**config.mk**
```make
export PLATFORM = sky130hd
export DESIGN_NAME = input_overvoltage_fault_response
export DESIGN_NICKNAME = d
export VERILOG_FILES = /design/src/inc/ov_response_pkg.sv /design/src/hw/input_overvoltage_fault_response.sv
export SDC_FILE = /design/constraint.sdc
export NUM_CORES = 1
export LEC_CHECK = 0
export BUFFER_PORTS_ARGS = -buffer_cell sky130_fd_sc_hd__buf_2
export CAP_MARGIN = 20
export CORE_UTILIZATION = 55
export CTS_CLUSTER_DIAMETER = 200
export DETAILED_ROUTE_END_ITERATION = 10
export GPL_TIMING_DRIVEN = 0
export HOLD_SLACK_MARGIN = 0.12
export PLACE_DENSITY_LB_ADDON = 0.2
export REMOVE_ABC_BUFFERS = 1
export SLEW_MARGIN = 20
export SYNTH_ARGS = -nofsm -noshare
export SYNTH_HDL_FRONTEND = slang
export SYNTH_SLANG_ARGS = --single-unit
```
**constraint.sdc**
```tcl
create_clock -name clk_i -period 4.5 [get_ports clk_i]
set_clock_uncertainty 0.1 [all_clocks]
set_input_delay 0.675 -clock clk_i [delete_from_list [all_inputs] [get_ports clk_i]]
set_output_delay 0.675 -clock clk_i [all_outputs]
set_load 0.02 [all_outputs]
```
**src/inc/ov_response_pkg.sv**
```systemverilog
package ov_response_pkg;
   // ------------------------------------------------------------------
   // Register command codes
   // ------------------------------------------------------------------
   localparam logic [7:0] CMD_OV_FAULT_ACTION = 8'h56;
   localparam logic [7:0] CMD_OV_WARN_THRESHOLD = 8'h57;
   localparam logic [7:0] CMD_UV_WARN_THRESHOLD = 8'h58;

   // ------------------------------------------------------------------
   // Field positions of the fault action register
   // ------------------------------------------------------------------
   localparam int RESP_MSB = 7;
   localparam int RESP_LSB = 6;
   localparam int RETRY_MSB = 5;
   localparam int RETRY_LSB = 3;
   localparam int DELAY_MSB = 2;
   localparam int DELAY_LSB = 0;

   // ------------------------------------------------------------------
   // Encodings
   // ------------------------------------------------------------------
   localparam logic [1:0] RESP_IGNORE = 2'h0;
   localparam logic [1:0] RESP_DELAYED = 2'h1;
   localparam logic [1:0] RESP_DISABLE_RETRY = 2'h2;
   localparam logic [1:0] RESP_LATCH_OFF = 2'h3;
   localparam logic [2:0] RETRY_NONE = 3'h0;
   localparam logic [2:0] RETRY_FOREVER = 3'h7;

   // ------------------------------------------------------------------
   // Reset values and widths
   // ------------------------------------------------------------------
   localparam logic [7:0] RST_OV_FAULT_ACTION = 8'h80;
   localparam logic [15:0] RST_OV_WARN_THRESHOLD = 16'hffff;
   localparam logic [15:0] RST_UV_WARN_THRESHOLD = 16'h0000;
   localparam logic [23:0] RST_COUNT = 24'h000000;
   localparam int CNT_W = 24;

   typedef enum logic [2:0] {
      ST_RUN,
      ST_DELAY,
      ST_RETRY_WAIT,
      ST_LATCHED,
      ST_OFF
   } fault_state_type;
endpackage

```
**src/hw/input_overvoltage_fault_response.sv**
```systemverilog
`timescale 1ns/100ps
module input_overvoltage_fault_response
   import ov_response_pkg::*;
(
   input wire logic clk_i, // 200 MHz clock
   input wire logic nrst_i, // Asynchronous reset, active low
   input wire logic reg_wr_i, // Register write strobe
   input wire logic reg_rd_i, // Register read strobe
   input wire logic [7:0] reg_cmd_i, // Command code
   input wire logic [15:0] reg_wdata_i, // Write data
   output logic [15:0] reg_rdata_o, // Read data, one cycle after strobe
   input wire logic ov_fault_i, // Input overvoltage fault comparator level
   input wire logic [15:0] vin_i, // Measured input voltage, linear code
   input wire logic [15:0] time_unit_cycles_i, // Clock cycles per delay unit
   input wire logic ratio_enable_i, // Ratio regulation option enabled
   input wire logic output_on_cmd_i, // Combined control pin and operation on
   input wire logic other_shutdown_i, // Another fault forces shutdown
   input wire logic clear_faults_i, // Clear-faults command pulse
   input wire logic status_clear_i, // Individual status bit clear pulse
   output logic output_enable_o, // Power stage enable
   output logic fault_latched_o, // Latched off awaiting clear
   output logic retrying_o, // Waiting between restart attempts
   output logic ov_fault_flag_o, // Sticky fault status flag
   output logic ov_warn_flag_o, // Sticky overvoltage warning flag
   output logic uv_warn_flag_o, // Sticky undervoltage warning flag
   output logic ratio_active_o, // Ratio threshold in use
   output logic [15:0] ratio_threshold_o // Ratio regulation threshold
);

   // ------------------------------------------------------------------
   // Helpers
   // ------------------------------------------------------------------
   function automatic logic [CNT_W-1:0] delay_cycles(input logic [2:0] field,
                                                     input logic [15:0] unit);
      logic [CNT_W-1:0] wide;
      wide = {8'h00, unit} << field;
      delay_cycles = (wide == RST_COUNT) ? RST_COUNT : wide - 24'h000001;
   endfunction

   // ------------------------------------------------------------------
   // Registers
   // ------------------------------------------------------------------
   logic [7:0] fault_action;
   logic [15:0] ov_warn_threshold;
   logic [15:0] uv_warn_threshold;
   logic [7:0] next_fault_action;
   logic [15:0] next_ov_warn_threshold;
   logic [15:0] next_uv_warn_threshold;
   logic [15:0] next_reg_rdata;
   logic [1:0] resp;
   logic [2:0] retry;
   logic [2:0] delay;

   assign resp = fault_action[RESP_MSB:RESP_LSB];
   assign retry = fault_action[RETRY_MSB:RETRY_LSB];
   assign delay = fault_action[DELAY_MSB:DELAY_LSB];

   always_comb begin
      next_fault_action = fault_action;
      next_ov_warn_threshold = ov_warn_threshold;
      next_uv_warn_threshold = uv_warn_threshold;
      next_reg_rdata = reg_rdata_o;
      if (reg_wr_i) begin
         if (reg_cmd_i == CMD_OV_FAULT_ACTION) begin
            next_fault_action = reg_wdata_i[7:0];
         end else if (reg_cmd_i == CMD_OV_WARN_THRESHOLD) begin
            next_ov_warn_threshold = reg_wdata_i;
         end else if (reg_cmd_i == CMD_UV_WARN_THRESHOLD) begin
            next_uv_warn_threshold = reg_wdata_i;
         end
      end
      if (reg_rd_i) begin
         if (reg_cmd_i == CMD_OV_FAULT_ACTION) begin
            next_reg_rdata = {8'h00, fault_action};
         end else if (reg_cmd_i == CMD_OV_WARN_THRESHOLD) begin
            next_reg_rdata = ov_warn_threshold;
         end else if (reg_cmd_i == CMD_UV_WARN_THRESHOLD) begin
            next_reg_rdata = uv_warn_threshold;
         end else begin
            next_reg_rdata = 16'h0000;
         end
      end
   end

   always_ff @(posedge clk_i or negedge nrst_i) begin
      if (!nrst_i) begin
         fault_action <= RST_OV_FAULT_ACTION;
         ov_warn_threshold <= RST_OV_WARN_THRESHOLD;
         uv_warn_threshold <= RST_UV_WARN_THRESHOLD;
         reg_rdata_o <= 16'h0000;
      end else begin
         fault_action <= next_fault_action;
         ov_warn_threshold <= next_ov_warn_threshold;
         uv_warn_threshold <= next_uv_warn_threshold;
         reg_rdata_o <= next_reg_rdata;
      end
   end

   // ------------------------------------------------------------------
   // Fault response sequencer
   // ------------------------------------------------------------------
   fault_state_type state;
   fault_state_type next_state;
   logic [CNT_W-1:0] cnt;
   logic [CNT_W-1:0] next_cnt;
   logic [2:0] attempts;
   logic [2:0] next_attempts;
   logic [CNT_W-1:0] delay_load;
   logic clear_req;

   assign delay_load = delay_cycles(delay, time_unit_cycles_i);
   assign clear_req = clear_faults_i | status_clear_i;

   always_comb begin
      next_state = state;
      next_cnt = (cnt == RST_COUNT) ? RST_COUNT : cnt - 24'h000001;
      next_attempts = attempts;
      case (state)
         ST_RUN: begin
            if (ov_fault_i) begin
               if (resp == RESP_DELAYED) begin
                  next_state = ST_DELAY;
                  next_cnt = delay_load;
               end else if (resp == RESP_DISABLE_RETRY) begin
                  if (retry == RETRY_NONE) begin
                     next_state = ST_LATCHED;
                  end else begin
                     next_state = ST_RETRY_WAIT;
                     next_cnt = delay_load;
                     next_attempts = retry;
                  end
               end else if (resp == RESP_LATCH_OFF) begin
                  next_state = ST_LATCHED;
               end
            end
         end
         ST_DELAY: begin
            if (cnt == RST_COUNT) begin
               if (!ov_fault_i) begin
                  next_state = ST_RUN;
               end else if (retry == RETRY_NONE) begin
                  next_state = ST_LATCHED;
               end else begin
                  next_state = ST_RETRY_WAIT;
                  next_cnt = delay_load;
                  next_attempts = retry;
               end
            end
         end
         ST_RETRY_WAIT: begin
            if (cnt == RST_COUNT) begin
               // An attempt succeeds when the fault has gone by its start.
               if (!ov_fault_i) begin
                  next_state = ST_RUN;
               end else if (retry == RETRY_FOREVER) begin
                  next_cnt = delay_load;
               end else if (attempts <= 3'h1) begin
                  next_state = ST_LATCHED;
               end else begin
                  next_attempts = attempts - 3'h1;
                  next_cnt = delay_load;
               end
            end
         end
         ST_LATCHED: begin
            if (clear_req) begin
               next_state = ST_RUN;
            end
         end
         default: begin
            if (output_on_cmd_i && !other_shutdown_i) begin
               next_state = ST_RUN;
            end
         end
      endcase
      // Commanded off or an outside shutdown ends any retry or latch.
      if (!output_on_cmd_i || other_shutdown_i) begin
         next_state = ST_OFF;
      end
   end

   always_ff @(posedge clk_i or negedge nrst_i) begin
      if (!nrst_i) begin
         state <= ST_OFF;
         cnt <= RST_COUNT;
         attempts <= RETRY_NONE;
      end else begin
         state <= next_state;
         cnt <= next_cnt;
         attempts <= next_attempts;
      end
   end

   // Enable is decoded from state so a disable takes effect next edge.
   assign output_enable_o = (state == ST_RUN) || (state == ST_DELAY);
   assign fault_latched_o = (state == ST_LATCHED);
   assign retrying_o = (state == ST_RETRY_WAIT);

   // ------------------------------------------------------------------
   // Status flags and ratio threshold
   // ------------------------------------------------------------------
   logic next_ov_fault_flag;
   logic next_ov_warn_flag;
   logic next_uv_warn_flag;
   logic next_ratio_active;
   logic [15:0] next_ratio_threshold;

   // The set term wins over a clear arriving in the same cycle.
   always_comb begin
      next_ov_fault_flag = (ov_fault_flag_o & ~clear_req) | ov_fault_i;
      next_ov_warn_flag = (ov_warn_flag_o & ~clear_faults_i) |
                          (vin_i > ov_warn_threshold);
      next_uv_warn_flag = (uv_warn_flag_o & ~clear_faults_i) |
                          (vin_i < uv_warn_threshold);
      next_ratio_active = ratio_enable_i;
      next_ratio_threshold = ratio_enable_i ? uv_warn_threshold : 16'h0000;
   end

   always_ff @(posedge clk_i or negedge nrst_i) begin
      if (!nrst_i) begin
         ov_fault_flag_o <= 1'b0;
         ov_warn_flag_o <= 1'b0;
         uv_warn_flag_o <= 1'b0;
         ratio_active_o <= 1'b0;
         ratio_threshold_o <= 16'h0000;
      end else begin
         ov_fault_flag_o <= next_ov_fault_flag;
         ov_warn_flag_o <= next_ov_warn_flag;
         uv_warn_flag_o <= next_uv_warn_flag;
         ratio_active_o <= next_ratio_active;
         ratio_threshold_o <= next_ratio_threshold;
      end
   end

   logic cmd_on;
   assign cmd_on = output_on_cmd_i && !other_shutdown_i;
endmodule

```
==> results.json <==
{
  "numCtsBuffers": 9,
  "drc": 0,
  "finish.utilization": 0.6545,
  "cp_data_arrival_time_ps": 3790,
  "post-cts-setup-buffers": 0,
  "holdPathEnd": "ov_fault_flag_o",
  "crit_buf_inv": 1,
  "first_pass_iters": 5,
  "io_buffers": 104,
  "clock_latency_ps": 360,
  "synth_top_area_frac": 0.3151,
  "ys_seq_elements": 106,
  "yosysWarnings": 0,
  "timing.critical_path.cells": "inv_1 -> mux4_2 -> nand2_1 -> nand4bb_1 -> nor2_1 -> a21bo_2 -> o22ai_1",
  "status": "completed",
  "syn_area_per_cell_um2": 9.748,
  "setup_viol": 0,
  "clk_pin_slew_ps": 70,
  "dieHeight_um": 114.7,
  "synthFlopType": "dfrtp_1",
  "start_util": 0.5723,
  "synth_most_common_cell": "dfrtp_1",
  "min-delay-start": "ov_fault_flag_o",
  "drt_wl_total_mm": 17.23,
  "report.final.slew_viol_count": 0,
  "hold_viol": 0,
  "r2r_cells": 7,
  "synth_async_sr_flop_share": 1.000,
  "rsz0062_at_grt": "false",
  "cap_viol_max_count": 0,
  "finalWeightedCongestion": 0.8841,
  "dp.final_hpwl_mm": 12.77,
  "die_x_um": 114.7,
  "detail_route.wl_per_cell_um": 17.57,
  "hold_depth": 1,
  "dp_slack_ps": 874.6,
  "finalPower_mw": 2.704,
  "slowest_stage": "dfrtp_1",
  "post-place-cells": 964,
  "die_area_um2": 13160,
  "synth_edf_count": 0,
  "grt_pass1_wl_mm": 28.48,
  "areaGrowthSynthToFinish_pct": 14.36,
  "leakagePower_nw": 3.531,
  "groute.usage.overall": 0.2791,
  "final_cell_area_um2": 7993,
  "r2r_setup_slack_ps": 810,
  "grt_max_degree": 79,
  "critPathRequiredTime_ps": 4600,
  "initialDrtViolationCount": 413,
  "drive_gt1_frac": 0.2558,
  "grt_pass1_vias": 5771,
  "overflow": 0,
  "fin_cells": 981,
  "max_freq_mhz": 270.8,
  "core_area_um2": 12210,
  "synthTopCellsByCount": "dfrtp_1, inv_1, mux2_2",
  "fin_ws_ps": 807.9,
  "powerDensity_nw_per_um2": 338.3,
  "hold_class": "reg2reg",
  "drtAntennaViolNets": 0,
  "ys_seq_area_frac": 0.3827,
  "cts_tree": "done",
  "rows": 40,
  "clk_path_buf_depth": 2,
  "path_max_fanout": 26,
  "placed_cell_area_um2": 7654,
  "diodes": 0,
  "final_nets": 914,
  "yosys.area.top_type": "dfrtp_1",
  "vias": 5885,
  "synth_area_um2": 6989,
  "cts-root-buf": "clkbuf_16",
  "r2r-start": "fault_action[1]",
  "maxSlewHeadroom": 0.3065,
  "cp-start-kind": "flip-flop",
  "synthCells": 717,
  "critPathKind": "reg2reg",
  "worst-slew-pin-transition_ps": 1036,
  "post-route-min-period_ps": 3692,
  "worst_setup_path_end_kind": "flip-flop",
  "drt-vias-per-instance": 5.999,
  "clkSinkCount": 106,
  "ys_types": 67,
  "crit_family": "simple AND/OR/NAND/NOR gates",
  "io_pins": 105,
  "antenna_found_initial": 0,
  "fill_cells": 997,
  "r2r_end": "cnt[6]",
  "fin_crit_sh": 0.8205,
  "htreeDepth": 3,
  "yosys-top-cells-area": "dfrtp_1, ha_1, mux2_2",
  "max_stage_delay_ps": 860,
  "holdWs_ps": 385.7,
  "ir_drop_uv": 189.7,
  "setup_tns_ps": 0
}
==> where the power goes <==
group	switching, mW	internal [mW]
Clock	0.366	0.493
Combinational	0.344	0.300
Sequential	0.124	1.08
Total	0.834	1.87
==> cell type report <==
class / instances / area, µm² / share of cell area
Multi-Input combinational cell: 520 / 3951 / 0.4944
Sequential cell: 106 / 2676 / 0.3348
Timing Repair Buffer: 110 / 601.8 / 0.07530
Inverter: 61 / 229.0 / 0.02865
Clock buffer: 9 / 225.2 / 0.02818
Tap cell: 168 / 210.2 / 0.02630
Clock inverter: 7 / 98.84 / 0.01237
==> metal layers <==
metal / part of all wire / vias to the layer above / track usage
li1: - / 2779 / -
met1: 0.45 / 2856 / 0.3792
met2: 0.47 / 227 / 0.4549
met3: 0.065 / 23 / 0.05535
met4: 0.015 / 0 / 0.08398
met5: 0 / - / 0
==> state kept, by name, indices dropped and copies added (netlist names) <==
signal             count
ov_warn_flag_o         1
attempts               3
state                  3
fault_action           8
ov_fault_flag_o        1
uv_warn_threshold     16
uv_warn_flag_o         1
reg_rdata_o           16
cnt                   24
ov_warn_threshold     16
ratio_threshold_o     16
ratio_active_o         1
==> placed cells by master, fill, tap and decap left out, types with 16 or more instances in the layout <==
master and count:
o22ai_1 31, xnor2_1 23, mux2_2 43, dfrtp_1 87
mux2i_1 16, buf_2 105, a21oi_1 20, nand2b_1 22
dfstp_2 18, inv_1 60, o21ai_0 35, ha_1 40
nor3_1 16, nor2_1 30, and2_1 23, nand2_1 42
==> cell families (layout without fill, tap and decap cells) <==
logic type | Yosys count | in the layout | share of synthesized area
XOR/XNOR | 38 | 38 | 0.04762
AO/OA/AOI/OAI | 165 | 165 | 0.1572
buffers and inverters | 91 | 187 | 0.05424
adder cells (fa/ha/maj) | 40 | 40 | 0.07161
multiplexers | 68 | 68 | 0.1212
AND/OR/NAND/NOR | 209 | 209 | 0.1654
flip-flops | 106 | 106 | 0.3827
==> repair_timing <==
action,CTS,global route
hold buffers,1,0
resized for setup,0,0
hold endpoints to repair,24,0
==> worst max path at each step <==
stage	cells past startpoint	from	slack (ps)	to
6_report	7	fault_action[1]	810	cnt[6]
5_1_grt	7	fault_action[1]	520	cnt[22]
4_1_cts	7	fault_action[1]	850	cnt[23]
3_5_place_dp	7	fault_action[1]	870	cnt[7]
3_3_place_gp	5	reg_cmd_i[7]	-750	uv_warn_threshold[15]
2_1_floorplan	7	fault_action[0]	880	cnt[21]
Power figures use the tool's default switching activity.
